`src/clk_mode_pkg.sv`:
```
// Constants and types shared by the clock-mode and stop controller.
package clk_mode_pkg;

	// ------------------------------------------------------------
	// Register bus geometry
	// ------------------------------------------------------------
	localparam int ADDR_W = 8;
	localparam int DATA_W = 8;

	// ------------------------------------------------------------
	// Register offsets
	// ------------------------------------------------------------
	localparam logic [7:0] OFS_RST_FLAGS = 8'h03;
	localparam logic [7:0] OFS_SYNTH     = 8'h04;
	localparam logic [7:0] OFS_REF_DIV   = 8'h05;
	localparam logic [7:0] OFS_POST_DIV  = 8'h06;
	localparam logic [7:0] OFS_PLL_STAT  = 8'h07;
	localparam logic [7:0] OFS_CLK_SEL   = 8'h09;
	localparam logic [7:0] OFS_WDOG_CTL  = 8'h0c;
	localparam logic [7:0] OFS_PER_CTL   = 8'h12;
	localparam logic [7:0] OFS_OSC_CTL   = 8'h1a;
	localparam logic [7:0] OFS_MODE_STAT = 8'h1d;

	// ------------------------------------------------------------
	// Field positions
	// ------------------------------------------------------------
	localparam int RF_POR  = 6;
	localparam int RF_LVR  = 5;
	localparam int RF_WDOG = 3;
	localparam int RF_OMON = 1;
	localparam int RF_PMON = 0;
	localparam int PS_LOCK = 3;
	localparam int PS_UP   = 0;
	localparam int CS_PLL  = 7;
	localparam int CS_PSEUDO_STOP_SELECT = 6;
	localparam int CS_GATE = 5;
	localparam int CS_WDHI = 4;
	localparam int CS_RPSE = 3;
	localparam int CS_WPSE = 2;
	localparam int CS_RTI  = 1;
	localparam int CS_WDLO = 0;
	localparam int WC_HALT = 6;
	localparam int PC_SRC  = 4;
	localparam int PC_EN   = 3;
	localparam int OC_EN   = 7;

	// ------------------------------------------------------------
	// Reset values
	// ------------------------------------------------------------
	localparam logic [7:0] RST_SYNTH    = 8'h00;
	localparam logic [3:0] RST_REF_DIV  = 4'h0;
	localparam logic [4:0] RST_POST_DIV = 5'h03;
	localparam logic [7:0] RST_CLK_SEL  = 8'h80;
	localparam logic [7:0] RST_WDOG_CTL = 8'h00;
	localparam logic [7:0] RST_FLAGS    = 8'h40;
	localparam logic [2:0] WDOG_RATE_MAX = 3'h7;

	// ------------------------------------------------------------
	// Frequencies after reset and timing counts
	// ------------------------------------------------------------
	localparam int VCO_RESET_KHZ = 50000;
	localparam int BUS_DIV_PLL   = 2;
	localparam int BUS_RESET_KHZ =
		VCO_RESET_KHZ / (int'(RST_POST_DIV) + 1) / BUS_DIV_PLL;
	localparam logic [4:0] RST_STRETCH_CYC = 5'h10;
	localparam int N_RST_SRC = 4;

	// ------------------------------------------------------------
	// Enumerations
	// ------------------------------------------------------------
	typedef enum logic [1:0] {
		ST_RUN    = 2'b00,
		ST_FULL   = 2'b01,
		ST_PSEUDO = 2'b10
	} stop_state_e;

	typedef enum logic [1:0] {
		MODE_PLL_INT = 2'b00,
		MODE_PLL_XTL = 2'b01,
		MODE_BYPASS  = 2'b10
	} clk_mode_e;

	localparam logic [1:0] TSRC_IRC  = 2'b00;
	localparam logic [1:0] TSRC_CRYSTAL_OUT_PIN = 2'b01;
	localparam logic [1:0] TSRC_ACLK = 2'b10;

endpackage

```
`src/clk_mode_ctrl.sv`:
```
// Clock-mode, stop-mode and reset-pin controller of the power unit.
//
// Operation
// RQ1 - After any reset, bus runs from PLL referenced to internal RC.
// RQ2 - Reset PLL setting: 50 MHz VCO, post divider 3, bus 6.25 MHz.
// RQ3 - Software configures PLL, enables oscillator, waits up and lock flags.
// RQ4 - Bypass mode: bus from crystal, PLL keeps running to qualify it.
// RQ5 - Software enables oscillator, waits up flag, then clears PLL select.
// RQ6 - Wait mode behaves exactly like run mode.
// RQ7 - Stop: reduced regulator, PLL and RC off, core and bus halted.
// RQ8 - Stop keeps only always-on clock; low-voltage monitors are off. Pseudo stop here also keeps the crystal running.
// RQ9 - Pseudo stop only when pseudo select and oscillator enable are set.
// RQ10 - Full stop disables the crystal oscillator.
// RQ11 - Pseudo stop keeps the crystal oscillator running.
// RQ12 - Full stop with low watchdog source halts watchdog and periodic timer.
// RQ13 - Full-stop wake restores PLL select, RC sources for both timers.
// RQ14 - High watchdog source uses always-on clock, gated in stop by gate bit.
// RQ15 - Full stop halts periodic timer; afterwards watchdog stays on always-on.
// RQ16 - Pseudo stop keeps timers on crystal clock when their enables set.
// RQ17 - Pseudo stop entry and exit leave clock select bits untouched.
// RQ18 - Pseudo stop, high source: timer on crystal, watchdog follows gate.
// RQ19 - Software waits oscillator start-up time before entering pseudo stop.
// RQ20 - Debug freeze: timers may halt, watchdog forced to longest timeout.
// RQ21 - Reset pin active low both ways; open-drain low marks internal reset.
// RQ22 - Clock output pin carries selected source only while enabled.
// RQ23 - System reset from power-on, low voltage, watchdog, monitors, pin.
//
// The placing of the registers and strobed register access were chosen for this implementation.
`timescale 1ns/1ps

module clk_mode_ctrl #(
	parameter logic [4:0] RST_HOLD = clk_mode_pkg::RST_STRETCH_CYC
) (
	// Clock and resets
	input  wire logic                             MCLK,
	input  wire logic                             RST,
	input  wire logic                             RESET_PIN_N_IN,
	output logic                                  RESET_PIN_OUT,
	output logic                                  RESET_PIN_OE,
	output logic                                  SYS_RESET,
	// Register port
	input  wire logic [clk_mode_pkg::ADDR_W-1:0]  ADDR,
	input  wire logic [clk_mode_pkg::DATA_W-1:0]  WDATA,
	input  wire logic                             WR,
	input  wire logic                             RD,
	output logic      [clk_mode_pkg::DATA_W-1:0]  RDATA,
	// Core requests
	input  wire logic                             STOP_REQ,
	input  wire logic                             WAKE_REQ,
	input  wire logic                             DEBUG_ACTIVE,
	// Analog status and reset sources
	input  wire logic                             OSC_UP,
	input  wire logic                             PLL_LOCK,
	input  wire logic                             LV_DETECT,
	input  wire logic                             WDOG_TIMEOUT,
	input  wire logic                             OSC_MON_FAIL,
	input  wire logic                             PLL_MON_FAIL,
	// Periodic clock output sources
	input  wire logic                             ALWAYS_ON_CLK,
	input  wire logic                             PERIODIC_TICK,
	// Clock tree and analog controls
	output logic                                  BUS_FROM_PLL,
	output logic                                  PLL_REF_CRYSTAL,
	output logic      [1:0]                       CLK_MODE,
	output logic                                  PLL_EN,
	output logic                                  IRC_EN,
	output logic                                  OSC_EN,
	output logic                                  REG_REDUCED,
	output logic                                  CORE_CLK_RUN,
	output logic                                  LV_MON_EN,
	output logic      [7:0]                       SYNTH_DIV,
	output logic      [3:0]                       REF_DIV,
	output logic      [4:0]                       POST_DIV,
	// Watchdog and periodic timer clocking
	output logic      [1:0]                       WDOG_CLK_SRC,
	output logic                                  WDOG_CLK_RUN,
	output logic      [2:0]                       WDOG_RATE,
	output logic      [1:0]                       RTI_CLK_SRC,
	output logic                                  RTI_CLK_RUN,
	// Periodic clock output pin
	output logic                                  PCLK_OUT,
	output logic                                  PCLK_OE
);
	import clk_mode_pkg::*;

	// ------------------------------------------------------------
	// Reset tree
	// ------------------------------------------------------------
	// RQ21 pin reset asynchronous
	// A low pin joins the asynchronous reset so the whole unit clears
	// without waiting for a clock edge.
	wire logic arst = RST | ~RESET_PIN_N_IN;

	// ------------------------------------------------------------
	// Input synchronisers
	// ------------------------------------------------------------
	localparam int N_SYNC = 8;
	wire logic [N_SYNC-1:0] async_in = {ALWAYS_ON_CLK, PLL_MON_FAIL,
		OSC_MON_FAIL, WDOG_TIMEOUT, LV_DETECT, PLL_LOCK, OSC_UP,
		DEBUG_ACTIVE};
	logic [N_SYNC-1:0] meta_ff;
	logic [N_SYNC-1:0] sync_ff;

	// Two stages per input; only the second stage is read by logic.
	genvar gi;
	generate
		for (gi = 0; gi < N_SYNC; gi++) begin : g_sync
			always_ff @(posedge MCLK or posedge arst) begin
				if (arst) begin
					meta_ff[gi] <= 1'b0;
					sync_ff[gi] <= 1'b0;
				end else begin
					meta_ff[gi] <= async_in[gi];
					sync_ff[gi] <= meta_ff[gi];
				end
			end
		end
	endgenerate

	wire logic dbg_s   = sync_ff[0];
	wire logic up_s    = sync_ff[1];
	wire logic lock_s  = sync_ff[2];
	wire logic aclk_s  = sync_ff[7];
	wire logic [N_RST_SRC-1:0] rsrc_s = sync_ff[6:3];

	// ------------------------------------------------------------
	// Registers
	// ------------------------------------------------------------
	logic [7:0]  synth_ff;
	logic [3:0]  reference_divider_ff;
	logic [4:0]  postdiv_ff;
	logic [7:0]  clksel_ff;
	logic [7:0]  wdctl_ff;
	logic        per_src_ff;
	logic        per_en_ff;
	logic        osc_en_ff;
	logic [7:0]  flags_ff;
	logic [4:0]  hold_ff;
	stop_state_e state_ff;
	stop_state_e nxt_state;

	// ------------------------------------------------------------
	// Decode
	// ------------------------------------------------------------
	function automatic logic hit(input logic [7:0] a,
		input logic [7:0] ofs);
		hit = (a == ofs);
	endfunction

	wire logic stopped  = (state_ff != ST_RUN);
	wire logic in_full  = (state_ff == ST_FULL);
	wire logic in_pseu  = (state_ff == ST_PSEUDO);
	wire logic wr_ok    = WR & ~stopped & ~SYS_RESET;
	wire logic wr_synth = wr_ok & hit(ADDR, OFS_SYNTH);
	wire logic wr_ref   = wr_ok & hit(ADDR, OFS_REF_DIV);
	wire logic wr_post  = wr_ok & hit(ADDR, OFS_POST_DIV);
	wire logic wr_clks  = wr_ok & hit(ADDR, OFS_CLK_SEL);
	wire logic wr_wdog  = wr_ok & hit(ADDR, OFS_WDOG_CTL);
	wire logic wr_per   = wr_ok & hit(ADDR, OFS_PER_CTL);
	wire logic wr_osc   = wr_ok & hit(ADDR, OFS_OSC_CTL);
	wire logic wr_flags = WR & hit(ADDR, OFS_RST_FLAGS);

	// ------------------------------------------------------------
	// Stop sequencer
	// ------------------------------------------------------------
	// RQ9 full or pseudo choice
	// The stop flavour is fixed at entry; the oscillator cannot change
	// while stopped because the bus is halted.
	wire logic pseudo_ok = clksel_ff[CS_PSEUDO_STOP_SELECT] & osc_en_ff;

	// RQ6 wait equals run
	// Wait has no input here: only the stop request leaves run.
	always_comb begin
		nxt_state = state_ff;
		case (state_ff)
			ST_RUN: begin
				if (STOP_REQ) begin
					nxt_state = pseudo_ok ? ST_PSEUDO : ST_FULL;
				end
			end
			ST_FULL, ST_PSEUDO: begin
				if (WAKE_REQ) begin
					nxt_state = ST_RUN;
				end
			end
			default: nxt_state = ST_RUN;
		endcase
	end

	wire logic full_exit = in_full & WAKE_REQ;

	// ------------------------------------------------------------
	// Internal reset generation
	// ------------------------------------------------------------
	// RQ23 reset sources
	// Low-voltage detection counts only while the monitors are powered.
	wire logic [N_RST_SRC-1:0] rsrc_q = {rsrc_s[3:1],
		rsrc_s[0] & ~stopped};
	wire logic int_rst_req = |rsrc_q;

	// Hold counter stretches a reset request so the pin pulse is long.
	always_ff @(posedge MCLK or posedge arst) begin
		if (arst) begin
			hold_ff <= 5'h00;
		end else if (int_rst_req) begin
			hold_ff <= RST_HOLD;
		end else if (hold_ff != 5'h00) begin
			hold_ff <= hold_ff - 5'h01;
		end
	end

	// RQ21 open-drain reset indication
	always_ff @(posedge MCLK or posedge arst) begin
		if (arst) begin
			SYS_RESET    <= 1'b1;
			RESET_PIN_OE <= 1'b1;
		end else begin
			SYS_RESET    <= int_rst_req | (hold_ff != 5'h00);
			RESET_PIN_OE <= int_rst_req | (hold_ff != 5'h00);
		end
	end

	// Open-drain: the pin only ever drives low.
	always_ff @(posedge MCLK or posedge arst) begin
		if (arst) begin
			RESET_PIN_OUT <= 1'b0;
		end else begin
			RESET_PIN_OUT <= 1'b0;
		end
	end

	// Reset cause flags; a new cause wins over a write-one clear.
	wire logic [7:0] flag_set = {1'b0, 1'b0, rsrc_q[0], 1'b0,
		rsrc_q[1], 1'b0, rsrc_q[2], rsrc_q[3]};
	wire logic [7:0] flag_clr = wr_flags ? WDATA : 8'h00;
	wire logic [7:0] flag_msk = 8'h6b;

	always_ff @(posedge MCLK or posedge arst) begin
		if (arst) begin
			flags_ff <= RST_FLAGS;
		end else begin
			flags_ff <= ((flags_ff & ~flag_clr) | flag_set) & flag_msk;
		end
	end

	// ------------------------------------------------------------
	// Configuration registers
	// ------------------------------------------------------------
	// RQ1 RQ2 reset configuration
	// An internal reset returns every setting to the default engaged mode.
	always_ff @(posedge MCLK or posedge arst) begin
		if (arst) begin
			synth_ff   <= RST_SYNTH;
			reference_divider_ff  <= RST_REF_DIV;
			postdiv_ff <= RST_POST_DIV;
			osc_en_ff  <= 1'b0;
			wdctl_ff   <= RST_WDOG_CTL;
			per_src_ff <= 1'b0;
			per_en_ff  <= 1'b0;
		end else if (SYS_RESET) begin
			synth_ff   <= RST_SYNTH;
			reference_divider_ff  <= RST_REF_DIV;
			postdiv_ff <= RST_POST_DIV;
			osc_en_ff  <= 1'b0;
			wdctl_ff   <= RST_WDOG_CTL;
			per_src_ff <= 1'b0;
			per_en_ff  <= 1'b0;
		end else begin
			if (wr_synth) begin
				synth_ff <= WDATA;
			end
			if (wr_ref) begin
				reference_divider_ff <= WDATA[3:0];
			end
			if (wr_post) begin
				postdiv_ff <= WDATA[4:0];
			end
			if (wr_osc) begin
				osc_en_ff <= WDATA[OC_EN];
			end
			if (wr_wdog) begin
				wdctl_ff <= WDATA & 8'h47;
			end
			if (wr_per) begin
				per_src_ff <= WDATA[PC_SRC];
				per_en_ff  <= WDATA[PC_EN];
			end
		end
	end

	// Clock select register and stop sequencer state.
	always_ff @(posedge MCLK or posedge arst) begin
		if (arst) begin
			clksel_ff <= RST_CLK_SEL;
			state_ff  <= ST_RUN;
		end else if (SYS_RESET) begin
			clksel_ff <= RST_CLK_SEL;
			state_ff  <= ST_RUN;
		end else begin
			state_ff <= nxt_state;
			// RQ13 full-stop wake restore
			if (full_exit) begin
				clksel_ff[CS_PLL]  <= 1'b1;
				clksel_ff[CS_WDLO] <= 1'b0;
				clksel_ff[CS_RTI]  <= 1'b0;
			// RQ17 pseudo stop keeps selects
			end else if (wr_clks) begin
				clksel_ff <= WDATA;
			end
		end
	end

	// ------------------------------------------------------------
	// Timer clock steering
	// ------------------------------------------------------------
	wire logic wd_hi    = clksel_ff[CS_WDHI];
	wire logic wd_gate  = clksel_ff[CS_GATE];
	wire logic dbg_halt = dbg_s & wdctl_ff[WC_HALT];

	// RQ12 RQ14 RQ16 RQ18 watchdog clock
	// The gate bit only matters while stopped on the always-on clock.
	wire logic wd_run_n =
		in_full ? (wd_hi & ~wd_gate) :
		in_pseu ? (wd_hi ? ~wd_gate : clksel_ff[CS_WPSE]) :
		~dbg_halt;

	// RQ15 RQ16 RQ18 periodic timer clock
	wire logic rti_run_n =
		in_full ? 1'b0 :
		in_pseu ? clksel_ff[CS_RPSE] :
		~dbg_halt;

	// In pseudo stop the RC clock is off, so a running timer without
	// the always-on source must fall back to the crystal.
	wire logic [1:0] wd_src_n =
		wd_hi ? TSRC_ACLK :
		(in_pseu | clksel_ff[CS_WDLO]) ? TSRC_CRYSTAL_OUT_PIN : TSRC_IRC;
	wire logic [1:0] rti_src_n =
		(in_pseu | clksel_ff[CS_RTI]) ? TSRC_CRYSTAL_OUT_PIN : TSRC_IRC;

	// RQ20 freeze forces longest timeout
	// Forcing applies only to an armed watchdog; a zero rate stays off.
	wire logic [2:0] rate_n = (dbg_s & (wdctl_ff[2:0] != 3'h0)) ?
		WDOG_RATE_MAX : wdctl_ff[2:0];

	always_ff @(posedge MCLK or posedge arst) begin
		if (arst) begin
			WDOG_CLK_RUN <= 1'b1;
			RTI_CLK_RUN  <= 1'b1;
			WDOG_CLK_SRC <= TSRC_IRC;
			RTI_CLK_SRC  <= TSRC_IRC;
			WDOG_RATE    <= 3'h0;
		end else begin
			WDOG_CLK_RUN <= wd_run_n;
			RTI_CLK_RUN  <= rti_run_n;
			WDOG_CLK_SRC <= wd_src_n;
			RTI_CLK_SRC  <= rti_src_n;
			WDOG_RATE    <= rate_n;
		end
	end

	// ------------------------------------------------------------
	// Clock tree and power controls
	// ------------------------------------------------------------
	// RQ1 RQ4 clock mode
	// The PLL stays on in bypass so it can qualify the crystal clock.
	wire logic [1:0] mode_n = ~clksel_ff[CS_PLL] ? MODE_BYPASS :
		osc_en_ff ? MODE_PLL_XTL : MODE_PLL_INT;

	// RQ7 RQ8 RQ10 RQ11 stop power state
	always_ff @(posedge MCLK or posedge arst) begin
		if (arst) begin
			BUS_FROM_PLL    <= 1'b1;
			PLL_REF_CRYSTAL <= 1'b0;
			CLK_MODE        <= MODE_PLL_INT;
			PLL_EN          <= 1'b1;
			IRC_EN          <= 1'b1;
			OSC_EN          <= 1'b0;
			REG_REDUCED     <= 1'b0;
			CORE_CLK_RUN    <= 1'b1;
			LV_MON_EN       <= 1'b1;
		end else begin
			BUS_FROM_PLL    <= clksel_ff[CS_PLL];
			PLL_REF_CRYSTAL <= osc_en_ff;
			CLK_MODE        <= mode_n;
			PLL_EN          <= ~stopped;
			IRC_EN          <= ~stopped;
			OSC_EN          <= osc_en_ff & ~in_full;
			REG_REDUCED     <= stopped;
			CORE_CLK_RUN    <= ~stopped;
			LV_MON_EN       <= ~stopped;
		end
	end

	// RQ2 divider outputs
	always_ff @(posedge MCLK or posedge arst) begin
		if (arst) begin
			SYNTH_DIV <= RST_SYNTH;
			REF_DIV   <= RST_REF_DIV;
			POST_DIV  <= RST_POST_DIV;
		end else begin
			SYNTH_DIV <= synth_ff;
			REF_DIV   <= reference_divider_ff;
			POST_DIV  <= postdiv_ff;
		end
	end

	// ------------------------------------------------------------
	// Periodic clock output pin
	// ------------------------------------------------------------
	// RQ22 source select and enable
	// The pin is only driven while enabled, so it floats otherwise.
	always_ff @(posedge MCLK or posedge arst) begin
		if (arst) begin
			PCLK_OUT <= 1'b0;
			PCLK_OE  <= 1'b0;
		end else begin
			PCLK_OUT <= per_en_ff & (per_src_ff ? aclk_s : PERIODIC_TICK);
			PCLK_OE  <= per_en_ff;
		end
	end

	// ------------------------------------------------------------
	// Read path
	// ------------------------------------------------------------
	// RQ3 RQ5 RQ19 software polls status
	// Up and lock flags let software sequence mode changes safely.
	wire logic [7:0] pll_stat = {4'h0, lock_s, 2'b00, up_s};
	wire logic [7:0] mode_st  = {4'h0, CLK_MODE, state_ff};

	logic [7:0] rd_mux;
	always_comb begin
		case (ADDR)
			OFS_RST_FLAGS: rd_mux = flags_ff;
			OFS_SYNTH:     rd_mux = synth_ff;
			OFS_REF_DIV:   rd_mux = {4'h0, reference_divider_ff};
			OFS_POST_DIV:  rd_mux = {3'h0, postdiv_ff};
			OFS_PLL_STAT:  rd_mux = pll_stat;
			OFS_CLK_SEL:   rd_mux = clksel_ff;
			OFS_WDOG_CTL:  rd_mux = wdctl_ff;
			OFS_PER_CTL:   rd_mux = {3'h0, per_src_ff, per_en_ff, 3'h0};
			OFS_OSC_CTL:   rd_mux = {osc_en_ff, 7'h00};
			OFS_MODE_STAT: rd_mux = mode_st;
			default:       rd_mux = 8'h00;
		endcase
	end

	// Read data stand only in the cycle after the strobe.
	always_ff @(posedge MCLK or posedge arst) begin
		if (arst) begin
			RDATA <= 8'h00;
		end else begin
			RDATA <= RD ? rd_mux : 8'h00;
		end
	end

endmodule

```
`config.mk`:
```
export PLATFORM = sky130hd
export DESIGN_NAME = clk_mode_ctrl
export DESIGN_NICKNAME = d
export VERILOG_FILES = /design/src/clk_mode_pkg.sv /design/src/clk_mode_ctrl.sv
export SDC_FILE = /design/constraint.sdc
export NUM_CORES = 1
export LEC_CHECK = 0
export ABC_AREA = 1
export BUFFER_PORTS_ARGS = -buffer_cell sky130_fd_sc_hd__buf_4
export CAP_MARGIN = 20
export CORE_ASPECT_RATIO = 1.2
export CORE_MARGIN = 2
export CORE_UTILIZATION = 50
export DETAILED_ROUTE_END_ITERATION = 10
export PLACE_DENSITY = 0.74
export SETUP_SLACK_MARGIN = 0.02
export SYNTH_ARGS = -nofsm -noshare
export SYNTH_HDL_FRONTEND = slang
export SYNTH_SLANG_ARGS = --single-unit
```
`constraint.sdc`:
```
create_clock -name MCLK -period 10.9 [get_ports MCLK]
set_input_delay 0 -clock MCLK [delete_from_list [all_inputs] [get_ports MCLK]]
set_output_delay 0 -clock MCLK [all_outputs]
set_load 0.005 [all_outputs]
```
==> run metrics <==
largest net degree at the start of global routing 58; relative slew slack a little over half; Fin Setup TNS 0 ns; Non-Filler Instances approximately 660; worst-margin pin slew roughly 0.70 ns; cell area after synthesis approximately 4300 µm²; clock transition at the registers of the reported paths 0.09 ns; Routed WL around 10000 µm; RSZ-0062 raised after global routing false; global-route wire length before repair roughly 17000 µm; Fmax approximately 500 MHz; CTS tree done; register area share after synthesis 60.0%; CP Max Fanout 57; core footprint ~8500 µm²; worst min-delay path category in2reg; Leak between 0.002 and 0.003 µW; outcome completed; Post-CTS Setup Bufs 0; post-route antenna net violation count 0; 1st-iter DRT viols 290; first-pass iteration count of the detailed router 5; P&R area growth vs syn 25.8%; Hold Fails Final Rpt 0; antenna violations before repair 0; final-report max-slew violation count 0; Final Cycle Share a little under a fifth; # DRC 0; Multi-input gate area around 1400 µm²; vias in the first global route about 3.3k; io pins just over 80; # port buffers a little under 80; GRT Util Overall a little under a quarter; Setup crit end kind async pin; initial core utilization about half; Die Ht 106 µm; drt wl/cell about 15 µm; clock tree buffer depth 2; synth unique cells 36; synth warn 0; worst path arrival time 2.45 ns; CTS H-tree depth 3; filler cell count about 690; Gate Count Post-Synth about 430; grt ovf 0; die width between 80 and 90 µm; clk_skew 0.0153 ns; MaxCap Viol Count 0; row cnt 37; required time worst endpoint around 11 ns; Final min period 2.01 ns; Synth Register Bits about 100; Antenna diodes 0; FF+latch area approximately 2600 µm²; root buf cell clkbuf_8; clk_lat worst skew ~0.38 ns; Placer Congestion 0.974; Final setup viols 0; Setup CP Type in2async; die area 9400 µm²; CTS sink cnt roughly 100; via count between 3k and 4k; average footprint of a synthesized cell roughly 10 µm²; VDD IR-drop max ~0.084 mV; layout net count 577; R2R setup slack just under 9 ns; fraction of layout cells with a size suffix above 1 28.4%; Placed Cells approximately 620; Setup crit start kind input pin; cts bufs inserted 9; via/cell ratio 5.03; DP HPWL ~7600 µm; Pwr per Cell Area roughly 120 nW/µm²
where the power goes:
group | internal (µW) | switching (µW)
clock network | 109 | 136
logic | 17.0 | 22.8
registers | 386 | 1.50
total | 512 | 160
synthesized netlist by cell type:
cell	count	area share, %
o21ai_4	1	0.38
nand3_1	40	4.6
o21ai_2	8	1.6
nand3b_1	1	0.17
or2_2	1	0.14
o21ai_0	26	3.0
nand3_2	1	0.23
nand4_1	4	0.58
nor3b_1	1	0.17
o211ai_1	4	0.70
ha_1	5	1.4
inv_2	4	0.35
a21oi_4	1	0.38
buf_6	2	0.52
nand2_2	11	1.6
nand2_4	4	1.0
a21oi_1	7	0.81
nor2_4	5	1.3
nand2_1	75	6.5
buf_8	1	0.35
inv_4	3	0.43
nor2_2	5	0.72
o22ai_1	9	1.3
conb_1	1	0.087
o21ai_1	5	0.58
o31ai_1	2	0.35
nor3_1	2	0.23
buf_2	1	0.12
inv_1	55	4.8
buf_4	6	1.0
a21boi_0	1	0.17
dfstp_2	11	6.7
nand3_4	2	0.81
nor3b_2	1	0.29
nor2_1	36	3.1
dfrtp_1	92	53
registers in the layout, summed over array words and instances (netlist names), 2 cells and up:
signal / count
wdctl_ff: 4
hold_ff: 5
state_ff: 2
flag_set: 3
SYNTH_DIV: 8
reference_divider_ff: 4
flags_ff: 5
CLK_MODE: 2
REF_DIV: 4
clksel_ff: 8
POST_DIV: 5
WDOG_RATE: 3
meta_ff: 8
postdiv_ff: 5
RDATA: 8
synth_ff: 8
WDOG_CLK_SRC: 2
layer usage:
metal	track usage, %	vias to the layer above	share of wire [%]	wire length (µm)
met4	10.7	0	3.0	306
li1	-	1595	-	-
met5	0	-	0	0
met3	3.68	24	4.7	479
met2	37.8	119	51	5180
met1	31.5	1589	42	4290
logic make-up (layout without fill, tap and decap cells):
kind of cell | Yosys count | count (layout) | share of synthesized area [%]
other | 1 | 2 | 0.0868
buffers and inverters | 72 | 182 | 7.59
adders and majority gates | 5 | 5 | 1.45
and+or+nand+nor | 189 | 189 | 21.6
DFF | 103 | 103 | 60.0
AOI/OAI and AO/OA | 64 | 64 | 9.30
path summary, 6_finish.rpt:
| path | start | end | cells past startpoint |
|---|---|---|---|
| min in group asynchronous | RST | meta_ff[0] | 4 |
| max | RESET_PIN_N_IN | flag_set[0] | 7 |
| max reg2reg | state_ff[1] | state_ff[1] | 7 |
| min | WAKE_REQ | clksel_ff[0] | 4 |
| max in group MCLK | state_ff[1] | state_ff[1] | 7 |
| min reg2reg | meta_ff[5] | flag_set[1] | 0 |
placed cells by master, fill, tap and decap left out, types with 4 or more instances in the layout:
| master | Yosys | final |
|---|---|---|
| dfrtp_1 | 92 | 92 |
| buf_4 | 6 | 80 |
| nand2_1 | 75 | 75 |
| inv_1 | 55 | 55 |
| nand3_1 | 40 | 40 |
| nor2_1 | 36 | 35 |
| o21ai_0 | 26 | 26 |
| dlygate4sd3_1 | 0 | 24 |
| dfstp_2 | 11 | 11 |
| nand2_2 | 11 | 11 |
| o22ai_1 | 9 | 9 |
| clkbuf_8 | 0 | 9 |
| o21ai_2 | 8 | 8 |
| a21oi_1 | 7 | 7 |
| nor2_4 | 5 | 6 |
| nor2_2 | 5 | 5 |
| o21ai_1 | 5 | 5 |
| ha_1 | 5 | 5 |
| inv_2 | 4 | 4 |
| nand2_4 | 4 | 4 |
| o211ai_1 | 4 | 4 |
| nand4_1 | 4 | 4 |
worst max-delay path, cell delays in order:
cell and delay, ns:
dlygate4sd3_1 0.53, buf_4 0.10, inv_1 0.05, nor2_4 0.06, dlygate4sd3_1 0.54, buf_4 0.46, buf_4 0.66
what timing repair did:
item | in CTS | in global routing
endpoints found under the hold margin | 69 | 0
gates resized for setup | 0 | 0
hold buffers | 24 | 0
stage by stage:
step | instance area (µm²) | hold slack (ns) | total power [µW] | setup WS, ns | utilization (%)
5_1_grt | 5430 | 0.0883 | 694 | 8.63 | 64.1
4_1_cts | 5430 | 0.0581 | 676 | 8.84 | 64.1
6_report | 5430 | 0.0701 | 672 | 8.89 | 64.1
3_3_place_gp | 4990 | 0.109 | 427 | 9.19 | 58.9
3_5_place_dp | 4990 | 0.111 | 428 | 9.11 | 58.9
2_1_floorplan | 4320 | 0.0314 | 412 | 4.82 | -
cell type report:
| class | instances | share of cell area, % |
|---|---|---|
| sequential | 103 | 47.7 |
| tap | 117 | 2.69 |
| multi-input combinational | 260 | 26.0 |
| timing repair buffer | 104 | 15.5 |
| clock buffer | 9 | 2.28 |
| inverter | 62 | 4.42 |
| clock inverter | 7 | 1.45 |
(Power assumes the default switching activity.)
